[src/rcrf_pkg.sv]
// Constants, field layout and carrier types of the framer.
// Assumes one clock domain; body index n is frame byte offset n + 3.
package rcrf_pkg;
    localparam logic [7:0]  START_BYTE       = 8'h7E;
    localparam logic [7:0]  TYPE_REMOTE_REQ  = 8'h17;
    localparam logic [7:0]  TYPE_REMOTE_RSP  = 8'h97;
    localparam logic [7:0]  TYPE_EXPLICIT    = 8'h11;
    localparam logic [7:0]  TYPE_EXT_STATUS  = 8'h8B;
    localparam logic [7:0]  TYPE_RX_EXPLICIT = 8'h91;
    localparam logic [7:0]  TYPE_RX_PLAIN    = 8'h90;
    localparam logic [7:0]  FID_NO_RESPONSE  = 8'h00;
    localparam logic [7:0]  CSUM_BASE        = 8'hFF;
    localparam logic [7:0]  OPT_NO_ACK       = 8'h01;
    localparam logic [7:0]  OPT_APPLY        = 8'h02;
    localparam logic [7:0]  OPT_SECURE       = 8'h10;
    localparam logic [7:0]  RX_OPT_ACKED     = 8'h01;
    localparam logic [15:0] CLUSTER_LOOPBACK = 16'h0012;
    localparam logic [15:0] ADDR16_UNKNOWN   = 16'hFFFE;
    localparam int          IDX_TYPE         = 0;
    localparam int          IDX_FID          = 1;
    localparam int          IDX_DEST         = 2;
    localparam int          IDX_DEST_END     = 9;
    localparam int          IDX_REM_OPTS     = 12;
    localparam int          IDX_REM_CMD      = 13;
    localparam int          IDX_REM_VAL      = 15;
    localparam int          IDX_EXP_CLUSTER  = 14;
    localparam int          IDX_EXP_OPTS     = 19;
    localparam int          IDX_EXP_DATA     = 20;
    localparam int          BODY_MAX         = 20;
    localparam logic [4:0]  LEN_REM_RSP      = 5'd15;
    localparam logic [4:0]  LEN_EXT_STATUS   = 5'd7;
    localparam logic [4:0]  LEN_RX_ECHO      = 5'd12;
    localparam logic [7:0]  REG_CTRL         = 8'h00;
    localparam logic [7:0]  REG_DEFOPT       = 8'h04;
    localparam logic [7:0]  REG_STATUS       = 8'h08;
    localparam logic [7:0]  REG_MASK         = 8'h0C;
    localparam logic [7:0]  REG_LAST         = 8'h10;
    localparam logic        CTRL_RST         = 1'b0;
    localparam logic [7:0]  DEFOPT_RST       = 8'h00;
    localparam logic [3:0]  MASK_RST         = 4'h0;
    localparam int          ST_FRAME_OK      = 0;
    localparam int          ST_CKSUM_ERR     = 1;
    localparam int          ST_RESP_SENT     = 2;
    localparam int          ST_ECHO          = 3;

    typedef logic [BODY_MAX-1:0][7:0] rcrf_body_t;

    typedef struct packed {
        logic [7:0]  ftype;
        logic [7:0]  fid;
        logic [63:0] dest;
        logic [7:0]  opts;
        logic [15:0] cmd;
        logic [15:0] cluster;
        logic [15:0] plen;
    } rcrf_req_t;

    typedef struct packed {
        logic [63:0] dest;
        logic [15:0] cmd;
        logic [15:0] cluster;
        logic [7:0]  tx_opts;
        logic        remote;
        logic        no_ack;
        logic        apply;
        logic        secure;
        logic        query;
        logic        loopback;
    } rcrf_radio_t;

    typedef struct packed {
        logic [7:0]  status;
        logic [31:0] value;
        logic [2:0]  vlen;
    } rcrf_done_t;

    typedef enum logic [2:0] {
        RX_HUNT = 3'b000, RX_LEN_HI = 3'b001, RX_LEN_LO = 3'b011,
        RX_BODY = 3'b010, RX_CSUM = 3'b110, RX_HOLD = 3'b111
    } rcrf_rx_state_t;

    typedef enum logic [2:0] {
        TX_IDLE = 3'b000, TX_START = 3'b001, TX_LEN_HI = 3'b011,
        TX_LEN_LO = 3'b010, TX_BODY = 3'b110, TX_CSUM = 3'b111
    } rcrf_tx_state_t;

    typedef enum logic [1:0] {
        M_IDLE = 2'b00, M_RADIO = 2'b01, M_SEND = 2'b11
    } rcrf_main_state_t;
endpackage

[src/rcrf_rx.sv]
// Parser of host request frames.
// Assumes a core_clk byte stream; a frame is held until ack.
`timescale 1ns/1ps
`default_nettype none
module rcrf_rx (
    input  wire logic               core_clk,
    input  wire logic               rst_n,
    input  wire logic [7:0]         in_data,
    input  wire logic               in_valid,
    output logic                    in_ready,
    input  wire logic               ack,
    output logic                    frame_valid,
    output logic                    good,
    output rcrf_pkg::rcrf_req_t     req,
    output logic [7:0]              pay_data,
    output logic                    pay_valid
);
    import rcrf_pkg::*;

    rcrf_rx_state_t state_reg;
    logic [15:0]    len_reg;
    logic [15:0]    cnt_reg;
    logic [7:0]     sum_reg;

    wire        take    = in_valid & in_ready;
    wire [15:0] len_in  = {len_reg[15:8], in_data};
    wire        is_rem  = req.ftype == TYPE_REMOTE_REQ;
    wire        is_exp  = req.ftype == TYPE_EXPLICIT;
    wire        at_dest = cnt_reg >= 16'(IDX_DEST) &&
                          cnt_reg <= 16'(IDX_DEST_END);
    wire        at_opts = (is_rem && cnt_reg == 16'(IDX_REM_OPTS)) ||
                          (is_exp && cnt_reg == 16'(IDX_EXP_OPTS));
    wire        at_cmd  = is_rem && (cnt_reg == 16'(IDX_REM_CMD) ||
                          cnt_reg == 16'(IDX_REM_CMD + 1));
    wire        at_clu  = is_exp && (cnt_reg == 16'(IDX_EXP_CLUSTER) ||
                          cnt_reg == 16'(IDX_EXP_CLUSTER + 1));
    wire        at_pay  = (is_rem && cnt_reg >= 16'(IDX_REM_VAL)) ||
                          (is_exp && cnt_reg >= 16'(IDX_EXP_DATA));
    wire [7:0]  csum_ok = CSUM_BASE - sum_reg;

    assign frame_valid = state_reg == RX_HOLD;

    always_ff @(posedge core_clk) begin
        if (!rst_n) begin
            state_reg <= RX_HUNT;
            in_ready  <= 1'b1;
            len_reg   <= '0;
            cnt_reg   <= '0;
            sum_reg   <= '0;
            good      <= 1'b0;
            req       <= '0;
            pay_data  <= '0;
            pay_valid <= 1'b0;
        end else begin
            pay_valid <= 1'b0;
            unique case (state_reg)
                RX_HUNT: if (take && in_data == START_BYTE) begin
                    state_reg <= RX_LEN_HI;
                end
                RX_LEN_HI: if (take) begin
                    len_reg[15:8] <= in_data;
                    state_reg     <= RX_LEN_LO;
                end
                RX_LEN_LO: if (take) begin
                    len_reg   <= len_in;
                    cnt_reg   <= '0;
                    sum_reg   <= '0;
                    req       <= '0;
                    state_reg <= (len_in == 16'h0000) ? RX_CSUM : RX_BODY;
                end
                RX_BODY: if (take) begin
                    sum_reg <= sum_reg + in_data;
                    cnt_reg <= cnt_reg + 16'h0001;
                    if (cnt_reg == 16'(IDX_TYPE)) begin
                        req.ftype <= in_data;
                    end
                    if (cnt_reg == 16'(IDX_FID)) begin
                        req.fid <= in_data;
                    end
                    if (at_dest) begin
                        req.dest <= {req.dest[55:0], in_data};
                    end
                    if (at_opts) begin
                        req.opts <= in_data;
                    end
                    if (at_cmd) begin
                        req.cmd <= {req.cmd[7:0], in_data};
                    end
                    if (at_clu) begin
                        req.cluster <= {req.cluster[7:0], in_data};
                    end
                    if (at_pay) begin
                        req.plen  <= req.plen + 16'h0001;
                        pay_data  <= in_data;
                        pay_valid <= 1'b1;
                    end
                    if (cnt_reg == len_reg - 16'h0001) begin
                        state_reg <= RX_CSUM;
                    end
                end
                RX_CSUM: if (take) begin
                    good      <= csum_ok == in_data;
                    in_ready  <= 1'b0;
                    state_reg <= RX_HOLD;
                end
                RX_HOLD: if (ack) begin
                    in_ready  <= 1'b1;
                    state_reg <= RX_HUNT;
                end
            endcase
        end
    end
endmodule
`default_nettype wire

[src/rcrf_tx.sv]
// Serialiser of response frames.
// Assumes the sink applies back-pressure through out_ready.
`timescale 1ns/1ps
`default_nettype none
module rcrf_tx (
    input  wire logic                core_clk,
    input  wire logic                rst_n,
    input  wire logic                start,
    input  wire rcrf_pkg::rcrf_body_t body,
    input  wire logic [4:0]          blen,
    output logic                     busy,
    output logic [7:0]               out_data,
    output logic                     out_valid,
    input  wire logic                out_ready
);
    import rcrf_pkg::*;

    rcrf_tx_state_t state_reg;
    rcrf_body_t     body_reg;
    logic [4:0]     blen_reg;
    logic [4:0]     idx_reg;
    logic [7:0]     sum_reg;

    wire fire = out_valid & out_ready;

    assign busy = state_reg != TX_IDLE;

    always_ff @(posedge core_clk) begin
        if (!rst_n) begin
            state_reg <= TX_IDLE;
            body_reg  <= '0;
            blen_reg  <= '0;
            idx_reg   <= '0;
            sum_reg   <= '0;
            out_data  <= '0;
            out_valid <= 1'b0;
        end else begin
            unique case (state_reg)
                TX_IDLE: if (start) begin
                    body_reg  <= body;
                    blen_reg  <= blen;
                    out_data  <= START_BYTE;
                    out_valid <= 1'b1;
                    state_reg <= TX_START;
                end
                TX_START: if (fire) begin
                    out_data  <= 8'h00;
                    state_reg <= TX_LEN_HI;
                end
                TX_LEN_HI: if (fire) begin
                    out_data  <= {3'b000, blen_reg};
                    state_reg <= TX_LEN_LO;
                end
                TX_LEN_LO: if (fire) begin
                    out_data  <= body_reg[0];
                    sum_reg   <= body_reg[0];
                    idx_reg   <= 5'd1;
                    state_reg <= TX_BODY;
                end
                TX_BODY: if (fire) begin
                    if (idx_reg == blen_reg) begin
                        out_data  <= CSUM_BASE - sum_reg;
                        state_reg <= TX_CSUM;
                    end else begin
                        out_data <= body_reg[idx_reg];
                        sum_reg  <= sum_reg + body_reg[idx_reg];
                        idx_reg  <= idx_reg + 5'd1;
                    end
                end
                TX_CSUM: if (fire) begin
                    out_valid <= 1'b0;
                    state_reg <= TX_IDLE;
                end
            endcase
        end
    end
endmodule
`default_nettype wire

[src/rcrf_top.sv]
// Request framer top: host parser, radio requests, answers, APB, irq.
// Assumes host and radio sides share core_clk and valid/ready.
//
// Implementation choices: the placing of the registers and register access over APB.
`timescale 1ns/1ps
`default_nettype none
module rcrf_top (
    input  wire logic                  core_clk,
    input  wire logic                  rst_n,
    input  wire logic                  psel,
    input  wire logic                  penable,
    input  wire logic                  pwrite,
    input  wire logic [7:0]            paddr,
    input  wire logic [31:0]           pwdata,
    output logic [31:0]                prdata,
    output logic                       pready,
    output logic                       pslverr,
    input  wire logic [7:0]            host_rx_data,
    input  wire logic                  host_rx_valid,
    output logic                       host_rx_ready,
    output logic [7:0]                 host_tx_data,
    output logic                       host_tx_valid,
    input  wire logic                  host_tx_ready,
    output rcrf_pkg::rcrf_radio_t      radio_req,
    output logic                       radio_req_valid,
    input  wire logic                  radio_req_ready,
    output logic [7:0]                 radio_pay_data,
    output logic                       radio_pay_valid,
    input  wire logic                  radio_done_valid,
    input  wire rcrf_pkg::rcrf_done_t  radio_done,
    input  wire logic                  radio_echo_valid,
    input  wire logic [63:0]           radio_echo_src,
    output logic                       irq
);
    import rcrf_pkg::*;

    rcrf_main_state_t state_reg;
    rcrf_req_t        cur_reg;
    rcrf_body_t       body_reg;
    logic [4:0]       blen_reg;
    logic             start_reg;
    logic             ack_reg;
    logic             echo_pend_reg;
    logic [63:0]      echo_src_reg;
    logic             ctrl_reg;
    logic [7:0]       defopt_reg;
    logic [3:0]       status_reg;
    logic [3:0]       status_next;
    logic [3:0]       mask_reg;
    logic [3:0]       ev_set;
    rcrf_body_t       rsp_body;
    logic [4:0]       rsp_len;
    rcrf_body_t       echo_body;

    // Frame parser.
    logic      frame_valid;
    logic      frame_good;
    rcrf_req_t frame;

    rcrf_rx u_rx (
        .core_clk    (core_clk),
        .rst_n       (rst_n),
        .in_data     (host_rx_data),
        .in_valid    (host_rx_valid),
        .in_ready    (host_rx_ready),
        .ack         (ack_reg),
        .frame_valid (frame_valid),
        .good        (frame_good),
        .req         (frame),
        .pay_data    (radio_pay_data),
        .pay_valid   (radio_pay_valid)
    );

    // Response serialiser.
    logic tx_busy;

    rcrf_tx u_tx (
        .core_clk  (core_clk),
        .rst_n     (rst_n),
        .start     (start_reg),
        .body      (body_reg),
        .blen      (blen_reg),
        .busy      (tx_busy),
        .out_data  (host_tx_data),
        .out_valid (host_tx_valid),
        .out_ready (host_tx_ready)
    );

    // APB decode. The slave answers in the first access cycle.
    wire apb_setup = psel & ~penable;
    wire apb_wr    = psel & penable & pready & pwrite;
    wire hit_ctrl  = paddr == REG_CTRL;
    wire hit_def   = paddr == REG_DEFOPT;
    wire hit_stat  = paddr == REG_STATUS;
    wire hit_mask  = paddr == REG_MASK;
    wire hit_last  = paddr == REG_LAST;
    wire hit_any   = hit_ctrl | hit_def | hit_stat | hit_mask | hit_last;
    wire [3:0] w1c = (apb_wr && hit_stat) ? pwdata[3:0] : 4'h0;

    wire [31:0] rd_mux =
        hit_ctrl ? {31'h0, ctrl_reg} :
        hit_def  ? {24'h0, defopt_reg} :
        hit_stat ? {28'h0, status_reg} :
        hit_mask ? {28'h0, mask_reg} :
        hit_last ? {16'h0, cur_reg.ftype, cur_reg.fid} : 32'h0;

    // Frame classification.
    wire take_frame = (state_reg == M_IDLE) && frame_valid && !ack_reg;
    wire is_rem     = frame.ftype == TYPE_REMOTE_REQ;
    wire is_exp     = frame.ftype == TYPE_EXPLICIT;
    wire [7:0] eff_opts =
        (is_exp && frame.opts == 8'h00) ? defopt_reg : frame.opts;
    wire want_rsp   = cur_reg.fid != FID_NO_RESPONSE;
    wire sent_done  = (state_reg == M_SEND) && !start_reg && !tx_busy;

    rcrf_radio_t radio_next;

    always_comb begin
        radio_next          = '0;
        radio_next.dest     = frame.dest;
        radio_next.cmd      = frame.cmd;
        radio_next.cluster  = frame.cluster;
        radio_next.tx_opts  = eff_opts;
        radio_next.remote   = is_rem;
        radio_next.no_ack   = |(eff_opts & OPT_NO_ACK);
        radio_next.apply    = is_rem && |(frame.opts & OPT_APPLY);
        radio_next.secure   = |(eff_opts & OPT_SECURE);
        radio_next.query    = is_rem && frame.plen == 16'h0000;
        radio_next.loopback = is_exp &&
                              frame.cluster == CLUSTER_LOOPBACK;
    end

    // Response body.
    always_comb begin
        rsp_body = '0;
        rsp_len  = LEN_EXT_STATUS;
        if (cur_reg.ftype == TYPE_REMOTE_REQ) begin
            rsp_body[0] = TYPE_REMOTE_RSP;
            rsp_body[1] = cur_reg.fid;
            for (int i = 0; i < 8; i++) begin
                rsp_body[2 + i] = cur_reg.dest[63 - 8 * i -: 8];
            end
            rsp_body[10] = ADDR16_UNKNOWN[15:8];
            rsp_body[11] = ADDR16_UNKNOWN[7:0];
            rsp_body[12] = cur_reg.cmd[15:8];
            rsp_body[13] = cur_reg.cmd[7:0];
            rsp_body[14] = radio_done.status;
            for (int i = 0; i < 4; i++) begin
                if (3'(i) < radio_done.vlen) begin
                    rsp_body[15 + i] = radio_done.value[31 - 8 * i -: 8];
                end
            end
            rsp_len = LEN_REM_RSP + 5'(radio_done.vlen);
        end else begin
            rsp_body[0] = TYPE_EXT_STATUS;
            rsp_body[1] = cur_reg.fid;
            rsp_body[2] = ADDR16_UNKNOWN[15:8];
            rsp_body[3] = ADDR16_UNKNOWN[7:0];
            rsp_body[5] = radio_done.status;
        end
    end

    // Receive frame for a returned loopback echo.
    always_comb begin
        echo_body    = '0;
        echo_body[0] = ctrl_reg ? TYPE_RX_EXPLICIT : TYPE_RX_PLAIN;
        for (int i = 0; i < 8; i++) begin
            echo_body[1 + i] = echo_src_reg[63 - 8 * i -: 8];
        end
        echo_body[9]  = ADDR16_UNKNOWN[15:8];
        echo_body[10] = ADDR16_UNKNOWN[7:0];
        echo_body[11] = RX_OPT_ACKED;
    end

    // Sticky events; a set in the clearing cycle wins.
    always_comb begin
        ev_set = 4'h0;
        ev_set[ST_FRAME_OK]  = take_frame && frame_good;
        ev_set[ST_CKSUM_ERR] = take_frame && !frame_good;
        ev_set[ST_RESP_SENT] = sent_done;
        ev_set[ST_ECHO]      = radio_echo_valid;
    end

    assign status_next = (status_reg & ~w1c) | ev_set;

    always_ff @(posedge core_clk) begin
        if (!rst_n) begin
            pready     <= 1'b0;
            pslverr    <= 1'b0;
            prdata     <= '0;
            ctrl_reg   <= CTRL_RST;
            defopt_reg <= DEFOPT_RST;
            mask_reg   <= MASK_RST;
            status_reg <= '0;
            irq        <= 1'b0;
        end else begin
            pready     <= apb_setup;
            pslverr    <= apb_setup && !hit_any;
            prdata     <= apb_setup ? rd_mux : 32'h0;
            status_reg <= status_next;
            irq        <= |(status_next & mask_reg);
            if (apb_wr && hit_ctrl) begin
                ctrl_reg <= pwdata[0];
            end
            if (apb_wr && hit_def) begin
                defopt_reg <= pwdata[7:0];
            end
            if (apb_wr && hit_mask) begin
                mask_reg <= pwdata[3:0];
            end
        end
    end

    // A returning echo waits while another answer is in flight.
    always_ff @(posedge core_clk) begin
        if (!rst_n) begin
            echo_pend_reg <= 1'b0;
            echo_src_reg  <= '0;
        end else if (radio_echo_valid) begin
            echo_pend_reg <= 1'b1;
            echo_src_reg  <= radio_echo_src;
        end else if (state_reg == M_IDLE && !take_frame) begin
            echo_pend_reg <= 1'b0;
        end
    end

    always_ff @(posedge core_clk) begin
        if (!rst_n) begin
            state_reg       <= M_IDLE;
            cur_reg         <= '0;
            body_reg        <= '0;
            blen_reg        <= '0;
            start_reg       <= 1'b0;
            ack_reg         <= 1'b0;
            radio_req       <= '0;
            radio_req_valid <= 1'b0;
        end else begin
            ack_reg   <= take_frame;
            start_reg <= 1'b0;
            if (radio_req_valid && radio_req_ready) begin
                radio_req_valid <= 1'b0;
            end
            unique case (state_reg)
                M_IDLE: begin
                    if (take_frame) begin
                        if (frame_good && (is_rem || is_exp)) begin
                            cur_reg         <= frame;
                            radio_req       <= radio_next;
                            radio_req_valid <= 1'b1;
                            state_reg       <= M_RADIO;
                        end
                    end else if (echo_pend_reg) begin
                        body_reg  <= echo_body;
                        blen_reg  <= LEN_RX_ECHO;
                        start_reg <= 1'b1;
                        state_reg <= M_SEND;
                    end
                end
                M_RADIO: if (radio_done_valid) begin
                    if (want_rsp) begin
                        body_reg  <= rsp_body;
                        blen_reg  <= rsp_len;
                        start_reg <= 1'b1;
                        state_reg <= M_SEND;
                    end else begin
                        state_reg <= M_IDLE;
                    end
                end
                M_SEND: if (sent_done) begin
                    state_reg <= M_IDLE;
                end
            endcase
        end
    end
endmodule
`default_nettype wire

[config.mk]
export PLATFORM = sky130hd
export DESIGN_NAME = rcrf_top
export DESIGN_NICKNAME = d
export VERILOG_FILES = /design/src/rcrf_pkg.sv /design/src/rcrf_rx.sv /design/src/rcrf_tx.sv /design/src/rcrf_top.sv
export SDC_FILE = /design/constraint.sdc
export NUM_CORES = 2
export LEC_CHECK = 0
export BUFFER_PORTS_ARGS = -buffer_cell sky130_fd_sc_hd__buf_2
export CAP_MARGIN = 20
export CORE_MARGIN = 3
export CORE_UTILIZATION = 50
export DETAILED_ROUTE_END_ITERATION = 8
export HOLD_SLACK_MARGIN = 0.08
export PLACE_DENSITY = 0.69
export SKIP_CTS_REPAIR_TIMING = 1
export SYNTH_ARGS = -nofsm -noshare
export SYNTH_HDL_FRONTEND = slang
export SYNTH_HIERARCHICAL = 1
export SYNTH_SLANG_ARGS = --single-unit
[constraint.sdc]
create_clock -name core_clk -period 5.17 [get_ports core_clk]
set_input_delay 0.7755 -clock core_clk [delete_from_list [all_inputs] [get_ports core_clk]]
set_output_delay 0.7755 -clock core_clk [all_outputs]
set_load 0.005 [all_outputs]
==> impl_results.md <==
- Tot Pwr: between 10 and 15 mW
- Nets: a little under 4000
- Post-route insts no fill: roughly 4600
- DP Wirelength: approximately 64000 um
- Post-synthesis cell type count: 90
- Hold Slack: 0.3636 ns
- Worst endpoint required time: 5.71 ns
- Die area: roughly 68000 sq um
- Async SR Flop Fraction: 0%
- Input/output buffers: 289
- Rows: 92
- Post-synthesis average cell area: between 8 and 9 sq um
- XOR/XNOR Fraction of Synth Area: around 1.5%
- Final hold violations: 0
- Initial drt markers: 2750
- Setup CP Type: flop to flop
- Final Slew Violations: 0
- Worst Path Max Fanout: 29
- Ys Warns: 6
- Ratio of cells with drive above 1 in the final layout: roughly 15%
- Initial core utilization: around half
- Filler instances: 5800
- Root Driver: clkbuf_16
- Post-synth top area cell: dfxtp_1
- CTS H-tree lvls: 3
- RSZ-0062 raised after global routing: no
- Post-Synth Adder-Cell Area: 1.046%
- Achievable Freq: about 250 MHz
- Setup Viol. Count Final: 0
- Core Area: between 60000 and 70000 sq um
- Worst Setup End Kind: flop
- First-pass GRT wire length: around 150000 um
- WL/cell: roughly 21 um
- Worst vdd ir: approximately 0.26 mV
- CP cell instances: buf_12 > mux4_2 > mux2i_1 > a211oi_1 > a31oi_1 > inv_1 > ha_1 > a211oi_1 > nor2_1 > or4_1 > a31oi_1 > xor2_1 > o31a_1 > o22ai_1
- Crit-path max cell delay: 0.58 ns
- Mux share of post-synthesis cell area: under 10%
- Total GRT Usage: 27.27%
- Total Neg Setup Slack: 0 ns
- Largest net degree at the start of global routing: 232
- Tcrit/Tclk final: roughly four fifths
- Post-route ant nets: 0
- # DRC: 0
- Number of diodes: 0
- CTS Sinks: 750
- Worst Skew: 0.02611 ns
- Synth Area in Simple Gates: 19.19%
- Most frequent cell after synthesis: dfxtp_1
- Worst Max-Slew Pin Slew: roughly 1.1 ns
- Sequential fraction of the synthesis area: between 40% and 50%
- Top FF cell, synth: dfxtp_1
- Initial antenna violation count: 3
- Vias in the first global route: ~25000
- Startpoint Class: flop
- Utilization of the core after routing: 56.59%
- Ports: 330
- Die width: between 200 and 300 um
- Crit path time final: 4.082 ns
- Max FFs per register: 160
- Power Density: ~350 nW/um^2
- Total Routed Length: approximately 96000 um
- Outcome: finished clean
- Die Ht: 261.1 um
- Largest cells by area after synthesis: dfxtp_1 46%, nand2_1 5.3%, a21oi_1 4.8%
- CTS tree: built
- Max_cap viols: 0
- Worst skew pair latency: 0.64 ns
- Vias per inst: 5.894
- Critical Path AT: about 4.6 ns
- Rel. slew slack: approximately a quarter
- Total global routing overflow: 0
- Cells after Synth: between 3000 and 4000
- Top post-synthesis cells by count: 750 x dfxtp_1, 460 x nand2_1, 311 x a21oi_1
- Top cell type's share of synthesized area: 46.13%
- Clock Tree Buf Depth: 3
- Largest family of logic cells by synthesized area: simple AND/OR/NAND/NOR gates
- TritonCTS buffer count: about 80
- Post-synthesis register bit count: 750
- Hold Crit Class: primary input to flop
- Via Count: between 20000 and 30000
- P&R area growth vs syn: 10.88%
- Clock transition at the registers of the reported paths: around 0.060 ns
- Number of synthesized flops with an enable pin: 0
- Complex-gate fraction of the synthesized area: roughly 18%
- RePlAce Congestion: 0.9250
- Cells after DPL: 4457
- CP max stage cell: dfxtp_2
- Mapped Area: approximately 33000 sq um
- Drt pass-1 iters: 6
- Pleak: between 10 and 15 nW
worst paths after layout:
path	startpoint	to	slack, ns	depth (start not counted)
min reg2reg	body_reg[62]$_SDFFE_PN0P_	u_tx/body_reg[62]$_SDFFE_PN0P_	0.45	2
min	radio_done[20]	body_reg[129]$_SDFFE_PN0P_	0.36	2
max reg2reg	u_tx/idx_reg[0]$_SDFFE_PN0P_	u_tx/sum_reg[7]$_SDFFE_PN0P_	1.09	14
max	u_tx/idx_reg[0]$_SDFFE_PN0P_	u_tx/sum_reg[7]$_SDFFE_PN0P_	1.09	14
placed cells by master (no fill, tap or decap), types with 19 or more instances in the layout:
master,count
nor2b_1,153
a32oi_1,25
nand4_1,28
clkbuf_1,22
inv_1,50
mux4_2,39
nand3_1,205
o22ai_1,19
mux2i_1,124
ha_1,24
and2_1,28
and3_1,26
buf_2,287
a21boi_0,84
a22o_1,25
clkbuf_16,80
buf_4,37
dfxtp_1,748
o21a_1,21
nor2_1,197
nand2_1,459
a21oi_1,311
a22oi_1,154
xor2_1,29
conb_1,26
nor3_1,55
xnor2_1,25
o21ai_0,177
kinds of logic (layout without fill, tap and decap cells):
kind of cell / count (synthesis) / count (layout)
muxes: 170 / 170
xor gates and xnor gates: 54 / 54
AOI/OAI and AO/OA: 940 / 940
buffers and inverters: 451 / 519
other: 1 / 26
adders and majority gates: 26 / 26
and+or+nand+nor: 1265 / 1265
DFF: 750 / 750
critical path: cells and delay by family (launching register included):
kind                     cells  cell delay (ns)
AO/OA/AOI/OAI                6             1.37
multiplexers                 2             0.74
flip-flops                   1             0.58
AND/OR/NAND/NOR              2             0.51
buffers and inverters        2             0.37
adder cells (fa/ha/maj)      1             0.30
XOR/XNOR                     1             0.11
metrics by stage:
| step | cell area (sq um) | setup WS, ns |
|---|---|---|
| floorplan | 32640 | 1.693 |
| global placement | 33500 | 1.099 |
| detailed placement | 33500 | 1.063 |
| CTS | 36060 | 1.042 |
| global route | 36090 | 0.8493 |
| finish | 36090 | 1.088 |
layer usage:
metal / part of all wire, % / GRT usage, % / vias to the layer above
met5: 0.045 / 0 / -
met4: 3.1 / 8.824 / 6
met3: 7.4 / 5.957 / 158
met2: 45 / 42.22 / 915
met1: 44 / 37.97 / 13148
li1: - / - / 12860
power breakdown:
group | internal (mW) | switching (mW)
sequential | 5.90 | 0.0834
combinational | 0.277 | 0.534
clock | 3.29 | 2.37
area by class of cell:
cell class / instances / area (sq um) / share of cell area (%)
sequential: 750 / 15020 / 41.61
multi-input combinational: 2481 / 15420 / 42.74
tap: 846 / 1059 / 2.933
clock inverter: 19 / 254.0 / 0.7038
clock buffer: 118 / 2305 / 6.386
timing repair buffer: 330 / 1828 / 5.065
inverter: 52 / 202.7 / 0.5617
(Power assumes the default switching activity.)
